==> src/include/samu_cfg.svh <==
// Constants for the short absolute move unit
`ifndef SAMU_CFG_SVH
`define SAMU_CFG_SVH
`define SAMU_ADDR_W      16
`define SAMU_SHORT_W     6
`define SAMU_WORD_W      16
`define SAMU_ACC_W       36
`define SAMU_CCR_L_BIT   6
`define SAMU_CCR_SZ_BIT  7
`define SAMU_SAT_POS     16'h7FFF
`define SAMU_SAT_NEG     16'h8000
`define SAMU_CYC_REG     2
`define SAMU_CYC_IMM     4
`define SAMU_REGS        11
`endif

==> src/include/samu_pkg.sv <==
// Types for the short absolute move unit
package samu_pkg;
  typedef enum logic [1:0] {
    SAMU_LOAD,
    SAMU_STORE,
    SAMU_STORE_IMM
  } samu_form_t;

  typedef enum logic [3:0] {
    SAMU_R_A,
    SAMU_R_B,
    SAMU_R_A1,
    SAMU_R_B1,
    SAMU_R_X0,
    SAMU_R_Y0,
    SAMU_R_Y1,
    SAMU_R_R0,
    SAMU_R_R1,
    SAMU_R_R2,
    SAMU_R_R3,
    SAMU_R_N,
    SAMU_R_A0,
    SAMU_R_B0
  } samu_reg_t;

  typedef struct packed {
    samu_form_t  form;
    samu_reg_t   reg_sel;
    logic [5:0]  short_address_field;
    logic [15:0] imm;
  } samu_cmd_t;

  typedef struct packed {
    logic        we;
    samu_reg_t   reg_sel;
    logic [35:0] acc_val;
    logic [15:0] word_val;
  } samu_wb_t;
endpackage
==> src/hw/samu_core.sv <==
// Short absolute move execution datapath
`timescale 1ns/10ps
`include "samu_cfg.svh"
module samu_core (
  input  wire logic               clk,
  input  wire logic               rst,
  input  wire logic               start,
  input  wire samu_pkg::samu_cmd_t cmd,
  output logic                    busy,
  output logic                    done,
  output logic                    illegal,
  input  wire logic [35:0]        acc_a,
  input  wire logic [35:0]        acc_b,
  input  wire logic [15:0]        reg_word,
  output samu_pkg::samu_reg_t     reg_rd_sel,
  output samu_pkg::samu_wb_t      wb,
  output logic [15:0]             mem_addr,
  output logic                    mem_rd,
  output logic                    mem_wr,
  output logic [15:0]             mem_wdata,
  input  wire logic [15:0]        mem_rdata,
  input  wire logic [15:0]        ccr_in,
  input  wire logic               ccr_clr_limit,
  output logic [15:0]             ccr_out
);
  import samu_pkg::*;

  typedef enum logic [1:0] {
    SAMU_IDLE,
    SAMU_RUN
  } samu_st_t;

  samu_st_t    st_q, st_d;
  samu_cmd_t   cmd_q, cmd_d;
  logic [2:0]  cnt_q, cnt_d;
  logic [15:0] addr_q, addr_d;
  logic        rd_q, rd_d, wr_q, wr_d, done_q, done_d;
  logic [15:0] wdata_q, wdata_d;
  samu_wb_t    wb_q, wb_d;
  logic        l_q, l_d, sz_q, sz_d;
  logic        legal, full_src, lim, szh;
  logic [35:0] acc_src;
  logic [15:0] sat_word;

  always_comb begin
    legal = 1'b1;
    if (cmd.form == SAMU_LOAD) begin
      legal = (cmd.reg_sel <= SAMU_R_N);
    end else if (cmd.form == SAMU_STORE) begin
      legal = (cmd.reg_sel <= SAMU_R_B0);
    end else if (cmd.form != SAMU_STORE_IMM) begin
      legal = 1'b0;
    end
    full_src = (cmd.form == SAMU_STORE) &&
               ((cmd.reg_sel == SAMU_R_A) || (cmd.reg_sel == SAMU_R_B));
    acc_src = (cmd.reg_sel == SAMU_R_B) ? acc_b : acc_a;
  end

  assign reg_rd_sel = cmd.reg_sel;

  samu_sat u_sat (
    .acc_in   (acc_src),
    .full_acc (full_src),
    .word_in  (reg_word),
    .word_out (sat_word),
    .limited  (lim),
    .size_hit (szh)
  );

  always_comb begin
    st_d    = st_q;
    cmd_d   = cmd_q;
    cnt_d   = cnt_q;
    addr_d  = addr_q;
    rd_d    = 1'b0;
    wr_d    = 1'b0;
    done_d  = 1'b0;
    wdata_d = wdata_q;
    wb_d    = wb_q;
    wb_d.we = 1'b0;
    l_d     = l_q;
    sz_d    = sz_q;
    if (ccr_clr_limit) begin
      l_d = 1'b0;
    end
    case (st_q)
      SAMU_IDLE: begin
        if (start && legal) begin
          cmd_d  = cmd;
          addr_d = {10'h000, cmd.short_address_field};
          st_d   = SAMU_RUN;
          case (cmd.form)
            SAMU_LOAD: begin
              rd_d  = 1'b1;
              cnt_d = 3'(`SAMU_CYC_REG - 1);
            end
            SAMU_STORE: begin
              wr_d    = 1'b1;
              wdata_d = sat_word;
              if (lim) begin
                l_d = 1'b1;
              end
              if (szh) begin
                sz_d = 1'b1;
              end
              cnt_d = 3'(`SAMU_CYC_REG - 1);
            end
            default: begin
              cnt_d = 3'(`SAMU_CYC_IMM - 1);
            end
          endcase
        end
      end
      SAMU_RUN: begin
        cnt_d = cnt_q - 3'h1;
        if (cmd_q.form == SAMU_STORE_IMM && cnt_q == 3'h2) begin
          wr_d    = 1'b1;
          wdata_d = cmd_q.imm;
          if (cmd_q.imm[14] != cmd_q.imm[13]) begin
            sz_d = 1'b1;
          end
        end
        if (cmd_q.form == SAMU_LOAD && cnt_q == 3'h1) begin
          wb_d.we       = 1'b1;
          wb_d.reg_sel  = cmd_q.reg_sel;
          wb_d.word_val = mem_rdata;
          wb_d.acc_val  = {{4{mem_rdata[15]}}, mem_rdata, 16'h0000};
          if (mem_rdata[14] != mem_rdata[13]) begin
            sz_d = 1'b1;
          end
        end
        if (cnt_q == 3'h1) begin
          done_d = 1'b1;
          st_d   = SAMU_IDLE;
        end
      end
      default: st_d = SAMU_IDLE;
    endcase
  end

  always_ff @(posedge clk or posedge rst) begin
    if (rst) begin
      st_q    <= SAMU_IDLE;
      cmd_q   <= '0;
      cnt_q   <= 3'h0;
      addr_q  <= 16'h0000;
      rd_q    <= 1'b0;
      wr_q    <= 1'b0;
      done_q  <= 1'b0;
      wdata_q <= 16'h0000;
      wb_q    <= '0;
      l_q     <= 1'b0;
      sz_q    <= 1'b0;
    end else begin
      st_q    <= st_d;
      cmd_q   <= cmd_d;
      cnt_q   <= cnt_d;
      addr_q  <= addr_d;
      rd_q    <= rd_d;
      wr_q    <= wr_d;
      done_q  <= done_d;
      wdata_q <= wdata_d;
      wb_q    <= wb_d;
      l_q     <= l_d;
      sz_q    <= sz_d;
    end
  end

  always_comb begin
    ccr_out = ccr_in;
    ccr_out[`SAMU_CCR_L_BIT]  = ccr_in[`SAMU_CCR_L_BIT] | l_q;
    ccr_out[`SAMU_CCR_SZ_BIT] = ccr_in[`SAMU_CCR_SZ_BIT] | sz_q;
  end

  assign busy      = (st_q != SAMU_IDLE);
  assign done      = done_q;
  assign illegal   = start && !busy && !legal;
  assign mem_addr  = addr_q;
  assign mem_rd    = rd_q;
  assign mem_wr    = wr_q;
  assign mem_wdata = wdata_q;
  assign wb        = wb_q;
endmodule

==> src/hw/samu_sat.sv <==
// Accumulator limiter and size flag evaluation
`timescale 1ns/10ps
`include "samu_cfg.svh"
module samu_sat (
  input  wire logic [35:0] acc_in,
  input  wire logic        full_acc,
  input  wire logic [15:0] word_in,
  output logic      [15:0] word_out,
  output logic             limited,
  output logic             size_hit
);
  logic ext_used;
  always_comb begin
    ext_used = (acc_in[35:31] != 5'h00) && (acc_in[35:31] != 5'h1F);
    limited  = full_acc && ext_used;
    if (limited) begin
      word_out = acc_in[35] ? `SAMU_SAT_NEG : `SAMU_SAT_POS;
    end else if (full_acc) begin
      word_out = acc_in[31:16];
    end else begin
      word_out = word_in;
    end
    size_hit = full_acc ? (acc_in[30] != acc_in[29]) : (word_in[14] != word_in[13]);
  end
endmodule

==> config.mk <==
export PLATFORM = sky130hd
export DESIGN_NAME = samu_core
export DESIGN_NICKNAME = d
export VERILOG_FILES = /design/src/include/samu_pkg.sv /design/src/hw/samu_core.sv /design/src/hw/samu_sat.sv
export VERILOG_INCLUDE_DIRS = /design/src /design/src/include
export SDC_FILE = /design/constraint.sdc
export NUM_CORES = 1
export LEC_CHECK = 0
export ABC_AREA = 0
export BUFFER_PORTS_ARGS = -buffer_cell sky130_fd_sc_hd__buf_2
export CELL_PAD_IN_SITES_DETAIL_PLACEMENT = 1
export CELL_PAD_IN_SITES_GLOBAL_PLACEMENT = 1
export CORE_ASPECT_RATIO = 1.1
export CORE_MARGIN = 2
export CORE_UTILIZATION = 33
export DETAILED_ROUTE_END_ITERATION = 7
export PLACE_DENSITY = 0.92
export SYNTH_ARGS = -nofsm -noshare
export SYNTH_HDL_FRONTEND = slang
export SYNTH_SLANG_ARGS = --single-unit
==> constraint.sdc <==
create_clock -name clk -period 7.4 [get_ports clk]
set_input_delay 1.48 -clock clk [delete_from_list [all_inputs] [get_ports clk]]
set_output_delay 1.48 -clock clk [all_outputs]
set_load 0.02 [all_outputs]
==> impl_metrics.json, run 1 <==
{
  "ys_seq_area_frac": 0.448,
  "setup_viol": 0,
  "combPwrFrac": 0.430,
  "wl_met2_mm": 6.21,
  "power-per-cell-area_mw_per_mm2": 394,
  "dp.cells": 657,
  "end_kind": "register",
  "syn2layout_area_growth_pct": 22.0,
  "slew-limit-headroom": 0.219,
  "cp.arrival_ns": 4.07,
  "num-nets-final": 669,
  "hold_end": "cnt_q[0]$_DFFE_PP0P_",
  "finalHoldViolations": 0,
  "grt_pass1_vias": 3419,
  "fmax_ghz": 0.263,
  "r2r_slack_ns": 4.33,
  "reg2reg_depth": 5,
  "synth.area.top_cells": "dfrtp_1 (45%), mux2_2 (13%), buf_4 (12%)",
  "grt_pass1_wl_mm": 17.1,
  "hold_start": "cnt_q[0]$_DFFE_PP0P_",
  "drt-initial-drc-count": 91,
  "via_per_inst": 4.80,
  "tritoncts": "done",
  "cts.clk_slew.worst_paths_ns": 0.06,
  "slowest_delay_ns": 0.93,
  "synth-main-ff-cell": "dfrtp_1",
  "min_period_ns": 3.81,
  "final_max_slew_viol_count": 0,
  "vias": 3230,
  "grt_overflow": 0,
  "finalNonFillerCells": 673,
  "wl_met1_mm": 4.01,
  "ioPinCount": 266,
  "antenna_cells": 0,
  "crit_slowest_cell": "nor2_1",
  "ys_seq_elements": 74,
  "vdd.ir_drop.worst_v": 0.000192,
  "dieArea_mm2": 0.0135,
  "rsz0062_at_grt": "false",
  "synth.top_cell.area_share": 0.448,
  "antenna_found_initial": 0,
  "critPathLaunch": "cmd[27]",
  "first_pass_iters": 4,
  "grt_max_degree": 75,
  "met3_length_um": 687,
  "routabilityCongestion": 0.795,
  "core_area_mm2": 0.0121,
  "internal-power_w": 0.00120,
  "reg2reg_from": "st_q[0]$_DFFE_PP0P_",
  "p_clk_frac": 0.203,
  "cts_htree_levels": 3,
  "ctsHoldBuffers": 0,
  "netlist_area_mm2": 0.00414,
  "status": "finished, final reports clean",
  "fin_skew_ns": 0.00461,
  "worst_setup_path_start_kind": "input port",
  "dieWidth_um": 111,
  "syn_area_per_cell_um2": 10.9,
  "highest_layer": "met4",
  "cts_buffers": 9,
  "tightest_slew_ns": 1.17,
  "portBuffers": 179,
  "worstSetupPathType": "in2reg",
  "synth_async_sr_flop_share": 1.00,
  "final.period_utilization": 0.515,
  "track_usage": 0.160,
  "cp_cell_sequence": "buf_2 -> nand2b_1 -> a311o_1 -> inv_1 -> nor2_1 -> a22o_1",
  "synth_edf_count": 0,
  "hp-class": "reg2reg",
  "rows": 42,
  "cap_violations": 0,
  "cts_resized": 0,
  "synthCells": 380,
  "drcViolationCount": 0,
  "cts-root-buf": "clkbuf_16",
  "cp_max_fo": 19,
  "start_util": 0.341,
  "wire_per_inst_um": 16.4,
  "p_sw_frac": 0.398,
  "p_leak_nw": 2.53,
  "power_frac_seq": 0.368,
  "antenna_left": 0,
  "rr_endpoint": "mem_wdata[5]$_DFFE_PP0P_",
  "hold_depth": 1,
  "routed_wl_mm": 11.0,
  "clk_latency_ns": 0.32,
  "cts_setup_buffers": 0,
  "cts_sinks": 74,
  "layout-drive-gt1-share": 0.507,
  "switching_power_w": 0.000791,
  "critPathRequiredTime_ns": 7.66,
  "clockBufferDepth": 2,
  "tns_ns": 0,
  "synth_cell_type_count": 42,
  "dp_hpwl_mm": 8.74,
  "yosysTopAreaCell": "dfrtp_1",
  "synth_warnings": 0,
  "dieHeight_um": 121
}
==> cell usage after synthesis, types with 2 or more instances <==
cell type	n
a211oi_1	2
a21oi_1	11
a21oi_2	10
a22o_1	15
a22oi_1	4
and3_1	3
and4_1	2
buf_2	5
buf_4	64
buf_6	2
clkbuf_1	11
dfrtp_1	74
ha_1	3
inv_1	12
mux2_2	47
mux2i_1	18
nand2_1	35
nand2b_1	2
nor2_1	6
nor3_1	7
o211ai_1	15
o21ai_0	4
or2_2	3
or3_1	3
xnor2_1	3
xor2_1	3
==> metrics by stage <==
stage	util	setup WS (ns)	hold slack, ns	total power (W)	area, µm²
after global placement	0.393	3.40	0.465	0.00156	4770
after global routing	0.416	3.31	0.515	0.00211	5050
after floorplan	-	3.78	0.442	0.00139	4230
after CTS	0.416	3.63	0.491	0.00202	5050
final	0.416	3.59	0.487	0.00199	5050
after detailed placement	0.393	3.28	0.484	0.00161	4770
==> final cells by class <==
| type | instances | area [µm²] |
|---|---|---|
| Clock buffer | 10 | 239 |
| Clock inverter | 6 | 42.5 |
| Fill cell | 1410 | 7090 |
| Inverter | 12 | 46.3 |
| Multi-Input combinational cell | 236 | 1760 |
| Sequential cell | 74 | 1850 |
| Tap cell | 154 | 193 |
| Timing Repair Buffer | 181 | 911 |
==> worst max path at each step <==
stage               slack (ns)  cells past startpoint                        to
floorplan                 3.78                      3                   illegal
global placement          3.40                      6  mem_wdata[9]$_DFFE_PP0P_
detailed placement        3.28                      6  mem_wdata[6]$_DFFE_PP0P_
CTS                       3.63                      5                   illegal
global route              3.31                      6  mem_wdata[7]$_DFFE_PP0P_
finish                    3.59                      6  mem_wdata[5]$_DFFE_PP0P_
==> power groups by stage <==
| stage | logic (W) | registers [W] | clock network (W) |
|---|---|---|---|
| 2_1_floorplan | 0.000527 | 0.000861 | 0 |
| 3_3_place_gp | 0.000838 | 0.000724 | 0 |
| 3_5_place_dp | 0.000871 | 0.000739 | 0 |
| 4_1_cts | 0.000871 | 0.000735 | 0.000413 |
| 5_1_grt | 0.000920 | 0.000763 | 0.000432 |
| 6_report | 0.000855 | 0.000731 | 0.000403 |
==> logic make-up (layout without fill, tap and decap cells) <==
family	count (synthesis)	after routing	synth area share
other cells	1	26	0.000906
compound gates	70	70	0.132
xor+xnor	6	6	0.0127
simple gates	66	66	0.0774
flops	74	74	0.448
mux	65	65	0.171
buf+inv	95	209	0.149
fa+ha+maj	3	3	0.00907
==> worst max-delay path: cells and delay by family <==
family | cells | cell delay [ns]
AO/OA/AOI/OAI | 2 | 1.12
buffers and inverters | 2 | 0.28
AND/OR/NAND/NOR | 2 | 1.18
==> per-layer routing <==
layer	GRT usage	up-vias
met5	0	-
met4	0.0422	0
met3	0.0465	14
met2	0.314	120
met1	0.167	1590
li1	-	1506
==> layout by cell type (no fill, tap or decap), types with 9 or more instances in the layout <==
master / n
clkbuf_16: 9
conb_1: 26
a22o_1: 15
o211ai_1: 15
a21oi_1: 11
buf_2: 179
dfrtp_1: 74
a21oi_2: 10
nand2_1: 35
inv_1: 11
mux2_2: 47
mux2i_1: 18
==> registers in the layout, summed over array words and instances, names as in the netlist <==
register,flops
mem_wdata,16
cnt_q,3
done,1
l_q,1
cmd_q,22
mem_rd,1
sz_q,1
mem_wr,1
mem_addr,6
st_q,1
wb,21
(Power assumes the default switching activity.)
==> run 2: changes to the inputs <==
--- a/config.mk
+++ b/config.mk
@@ -12,9 +12,9 @@
 export CELL_PAD_IN_SITES_GLOBAL_PLACEMENT = 1
 export CORE_ASPECT_RATIO = 1.1
 export CORE_MARGIN = 2
-export CORE_UTILIZATION = 33
+export CORE_UTILIZATION = 31
 export DETAILED_ROUTE_END_ITERATION = 7
-export PLACE_DENSITY = 0.92
+export PLACE_DENSITY = 0.87
 export SYNTH_ARGS = -nofsm -noshare
 export SYNTH_HDL_FRONTEND = slang
 export SYNTH_SLANG_ARGS = --single-unit
==> constraint.sdc (replaced) <==
create_clock -name clk -period 3.71 [get_ports clk]
set_input_delay 0.742 -clock clk [delete_from_list [all_inputs] [get_ports clk]]
set_output_delay 0.742 -clock clk [all_outputs]
set_load 0.02 [all_outputs]
==> run 2 against run 1 <==
Effect of this change:
- worst setup slack lost 2.3 ns
- critical path depth is 2 lower
- clock power up 96%
- hold slack improved by 0.010 ns
- count of clock-buffer cells in the layout increased by 3
- cell count is 1.3% higher
- non-clock buffer count grew 3
- register-to-register slack lost 3.0 ns
- sequential cell count unchanged
- largest power group unchanged
==> impl_metrics.json, run 2 (synthesized netlist as in run 1, its figures left out) <==
{
  "status": "finished, final reports clean",
  "largest_reg_flops": 22,
  "first_pass_iters": 4,
  "power-per-cell-area_mw_per_mm2": 786,
  "regMostFlops": "cmd_q",
  "tightest_slew_ns": 0.974,
  "fmax_ghz": 0.415,
  "rr_endpoint": "wb[1]$_DFFE_PP0P_",
  "cts-root-buf": "clkbuf_16",
  "layout-drive-gt1-share": 0.503,
  "finalHoldViolations": 0,
  "drcViolationCount": 0,
  "cap_violations": 0,
  "crit_family": "simple AND/OR/NAND/NOR gates",
  "rsz0062_at_grt": "false",
  "clockBufferDepth": 2,
  "vias": 3306,
  "setup_viol": 0,
  "dieHeight_um": 125,
  "dp_hpwl_mm": 8.97,
  "final_max_slew_viol_count": 0,
  "track_usage": 0.160,
  "ctsHoldBuffers": 0,
  "cts_sinks": 74,
  "drt-initial-drc-count": 117,
  "reg2reg_depth": 4,
  "fin_skew_ns": 0.00420,
  "layout_commonest_cell": "buf_2",
  "end_kind": "register",
  "routabilityCongestion": 0.780,
  "crit_slowest_cell": "or3_1",
  "crit_top_cell": "or3_1",
  "cts_htree_levels": 3,
  "num-nets-final": 672,
  "routed_wl_mm": 11.3,
  "cts_setup_buffers": 0,
  "antenna_left": 0,
  "cp_cell_sequence": "inv_1 -> or3_1 -> or3_1 -> mux2_2",
  "cts_resized": 0,
  "n_fill_cell": 1545,
  "min_period_ns": 2.41,
  "start_util": 0.316,
  "dieWidth_um": 114,
  "grt_pass1_vias": 3585,
  "portBuffers": 179,
  "final_area_mm2": 0.00506,
  "worstSetupPathType": "reg2reg",
  "rows": 44,
  "slew-limit-headroom": 0.351,
  "finalNonFillerCells": 682,
  "grt_pass1_wl_mm": 18.1,
  "final_cell_mix": "buf_2 (179), dfrtp_1 (74), mux2_2 (47)",
  "crit_buf_inv": 1,
  "reg2reg_from": "st_q[0]$_DFFE_PP0P_",
  "final.period_utilization": 0.650,
  "cts.clk_slew.worst_paths_ns": 0.05,
  "clk_latency_ns": 0.33,
  "grt_overflow": 0,
  "cp_max_fo": 21,
  "dp.cells": 667,
  "hold_end": "mem_wdata[1]$_DFFE_PP0P_",
  "hp-class": "reg2reg",
  "syn2layout_area_growth_pct": 22.3,
  "cp.arrival_ns": 2.62,
  "r2r_slack_ns": 1.30,
  "tritoncts": "done",
  "hold_depth": 1,
  "critPathRequiredTime_ns": 3.92,
  "grt_max_degree": 55,
  "dieArea_mm2": 0.0143,
  "core_area_mm2": 0.0131,
  "p_leak_nw": 2.54,
  "worst_setup_path_start_kind": "register",
  "via_per_inst": 4.85,
  "placed_cell_area_mm2": 0.00480,
  "slowest_delay_ns": 0.70,
  "wire_per_inst_um": 16.6,
  "antenna_found_initial": 2,
  "ioPinCount": 266,
  "tns_ns": 0,
  "hold_start": "mem_wdata[1]$_DFFE_PP0P_",
  "cts_buffers": 9,
  "vdd.ir_drop.worst_v": 0.000334
}
run 2: cell types whose count changed in the layout (fill, tap and decap cells not counted):
cell | before | now
clkbuf_1 | 0 | 2
clkinvlp_4 | 2 | 0
diode_2 | 0 | 2
buf_4 | 2 | 5
clkbuf_8 | 1 | 2
clkinv_4 | 2 | 0
clkinv_2 | 3 | 1
run 2: worst register-to-register path, stage by stage, from the launching register on:
cell	delay (ns)
dfrtp_1	0.64
inv_1	0.15
or3_1	0.38
or3_1	0.70
mux2_2	0.44
run 2: where the power goes:
| part | total (W) | switching, W | internal, W |
|---|---|---|---|
| registers | 0.00146 | 0.000261 | 0.00120 |
| logic | 0.00173 | 0.000998 | 0.000727 |
| clock network | 0.000790 | 0.000311 | 0.000478 |
| total | 0.00398 | 0.00157 | 0.00241 |
run 2: how the worst max path moves through the flow:
stage	cells after the start	end	from	slack, ns
floorplan	1	cmd_q[0]$_DFFE_PP0P_	rst	1.09
global placement	7	mem_wdata[9]$_DFFE_PP0P_	cmd[27]	1.11
detailed placement	7	mem_wdata[4]$_DFFE_PP0P_	cmd[27]	1.00
CTS	4	wb[1]$_DFFE_PP0P_	st_q[0]$_DFFE_PP0P_	1.28
global route	4	wb[8]$_DFFE_PP0P_	st_q[0]$_DFFE_PP0P_	1.12
finish	4	wb[1]$_DFFE_PP0P_	st_q[0]$_DFFE_PP0P_	1.30
run 2: stage by stage:
stage,worst slack (ns),utilization,power [W],hold slack (ns)
6_report,1.30,0.386,0.00398,0.497
5_1_grt,1.12,0.386,0.00423,0.512
4_1_cts,1.28,0.386,0.00404,0.498
3_5_place_dp,1.00,0.366,0.00323,0.488
3_3_place_gp,1.11,0.366,0.00313,0.460
2_1_floorplan,1.09,-,0.00277,0.442
run 2: final cells by class:
type                    count  area (µm²)  share of cell area
diodes                      2        5.00            0.000989
inverters                  12        46.3             0.00914
multi-input cells         236        1760               0.348
well taps                 161         201              0.0398
clock buffers              13         260              0.0514
flip-flops and latches     74        1850               0.366
repair buffers            184         933               0.184
run 2: per-layer routing:
layer  global-route usage  wire length, µm
met5                    0                0
met4               0.0488              138
met3               0.0494              606
met2                0.304             6380
met1                0.166             4190
==> run 3: changes to the inputs <==
==> constraint.sdc (replaced) <==
create_clock -name clk -period 2.41 [get_ports clk]
set_input_delay 0.482 -clock clk [delete_from_list [all_inputs] [get_ports clk]]
set_output_delay 0.482 -clock clk [all_outputs]
set_load 0.02 [all_outputs]
==> run 3 against run 2 <==
Effect of this change:
- sequential cell count unchanged
- first-iteration DRC count is 33% lower
- combinational power grew 57%
- core utilization is 1.3 points higher
- clock skew grew 0.0013 ns
- power increased by 64%
- sequential power increased by 53%
- wire length increased by 1.7%
- global-route usage up 0.43 points
- largest power group unchanged
==> impl_metrics.json, run 3 (synthesized netlist as in run 1, its figures left out) <==
{
  "final_max_slew_viol_count": 0,
  "min_period_ns": 2.19,
  "layout-drive-gt1-share": 0.517,
  "grt_overflow": 0,
  "status": "finished, final reports clean",
  "finalWorstSetupSlack_ns": 0.221,
  "fin_util": 0.400,
  "portBuffers": 179,
  "preCtsSetupSlack_ns": -0.150,
  "cp_max_fo": 15,
  "p_leak_nw": 2.63,
  "ctsHoldBuffers": 0,
  "routabilityCongestion": 0.758,
  "critPathRequiredTime_ns": 2.63,
  "setup_viol": 0,
  "clockBufferDepth": 2,
  "fin_skew_ns": 0.00545,
  "cts.clk_slew.worst_paths_ns": 0.06,
  "rows": 44,
  "via_per_inst": 4.83,
  "fmax_ghz": 0.457,
  "syn2layout_area_growth_pct": 26.5,
  "grt_max_degree": 47,
  "grt_pass1_vias": 3642,
  "worst_setup_path_start_kind": "input port",
  "tightest_slew_ns": 1.17,
  "cts_setup_buffers": 0,
  "routed_wl_mm": 11.5,
  "vias": 3339,
  "end_kind": "register",
  "cts-root-buf": "clkbuf_16",
  "largest_reg_flops": 22,
  "finalHoldViolations": 0,
  "dieWidth_um": 114,
  "dieArea_mm2": 0.0143,
  "regMostFlops": "cmd_q",
  "drcViolationCount": 0,
  "clk_latency_ns": 0.33,
  "final_cell_mix": "buf_2 (179), dfrtp_1 (74), mux2_2 (47)",
  "hold_ws_ns": 0.170,
  "finalNonFillerCells": 692,
  "drt-initial-drc-count": 78,
  "dieHeight_um": 125,
  "track_usage": 0.165,
  "cp.arrival_ns": 2.40,
  "worstSetupPathType": "in2reg",
  "tritoncts": "done",
  "wire_per_inst_um": 16.6,
  "slew-limit-headroom": 0.220,
  "finalPower_w": 0.00652,
  "core_area_mm2": 0.0131,
  "antenna_found_initial": 1,
  "cts_buffers": 9,
  "antenna_left": 0,
  "num-nets-final": 680,
  "power-per-cell-area_mw_per_mm2": 1250,
  "start_util": 0.316,
  "first_pass_iters": 6,
  "dp_hpwl_mm": 9.13,
  "rsz0062_at_grt": "false",
  "grt_pass1_wl_mm": 18.4,
  "cts_resized": 0,
  "ioPinCount": 266,
  "final.period_utilization": 0.908,
  "vdd.ir_drop.worst_v": 0.000659,
  "hp-class": "in2async",
  "cts_sinks": 74,
  "cap_violations": 0,
  "cts_htree_levels": 3,
  "layout_commonest_cell": "buf_2",
  "dp.cells": 675
}
[run 3: changes by cell type in the layout (fill, tap and decap cells not counted), sizes merged]
cell | before | now
inv | 11 | 12
buf | 184 | 192
diode | 2 | 1
clkinv | 1 | 3
bufinv | 0 | 3
clkbuf | 13 | 10
[run 3: path summary, 6_finish.rpt]
kind / from / to / slack (ns) / depth (start not counted)
worst max-delay path: cmd[23] / mem_wdata[7]$_DFFE_PP0P_ / 0.22 / 6
worst min register to register: cnt_q[0]$_DFFE_PP0P_ / cnt_q[0]$_DFFE_PP0P_ / 0.49 / 1
min in group clk: ccr_clr_limit / l_q$_DFF_PP0_ / 0.34 / 2
worst max register to register: cnt_q[0]$_DFFE_PP0P_ / mem_wr$_DFF_PP0_ / 0.27 / 6
worst min-delay path: rst / wb[5]$_DFFE_PP0P_ / 0.17 / 2
max in group asynchronous: rst / mem_wdata[12]$_DFFE_PP0P_ / 1.62 / 3
[run 3: layer usage]
layer | track usage | vias to the layer above | part of all wire
li1 | - | 1527 | -
met1 | 0.170 | 1673 | 0.37
met2 | 0.313 | 120 | 0.55
met3 | 0.0490 | 19 | 0.056
met4 | 0.0524 | 0 | 0.017
met5 | 0 | - | 0
[run 3: critical path: stages]
cell and delay, ns:
buf_2 0.16, or3_1 0.22, nor3_1 0.10, a221oi_2 0.90
o211ai_1 0.28, a22o_1 0.27
[run 3: layout make-up]
class / instances / area, µm²
timing repair buffer: 192 / 1020
inverter: 12 / 46.3
sequential: 74 / 1850
antenna: 1 / 2.50
clock buffer: 10 / 239
fill: 1508 / 7870
tap: 161 / 201
multi-input combinational: 236 / 1760
clock inverter: 6 / 113
[run 3: power by group]
group / switching [W] / internal, W / leakage [nW]
Sequential: 0.000376 / 0.00185 / 0.888
Clock: 0.000532 / 0.00104 / 0.173
Combinational: 0.00157 / 0.00115 / 1.57
Total: 0.00248 / 0.00405 / 2.63
[run 3: stage by stage]
step	TNS, ns	cell area (µm²)
final	0	5240
after global routing	0	5240
after CTS	0	5230
after detailed placement	-0.689	4880
after global placement	-0.302	4880
after floorplan	0	4230
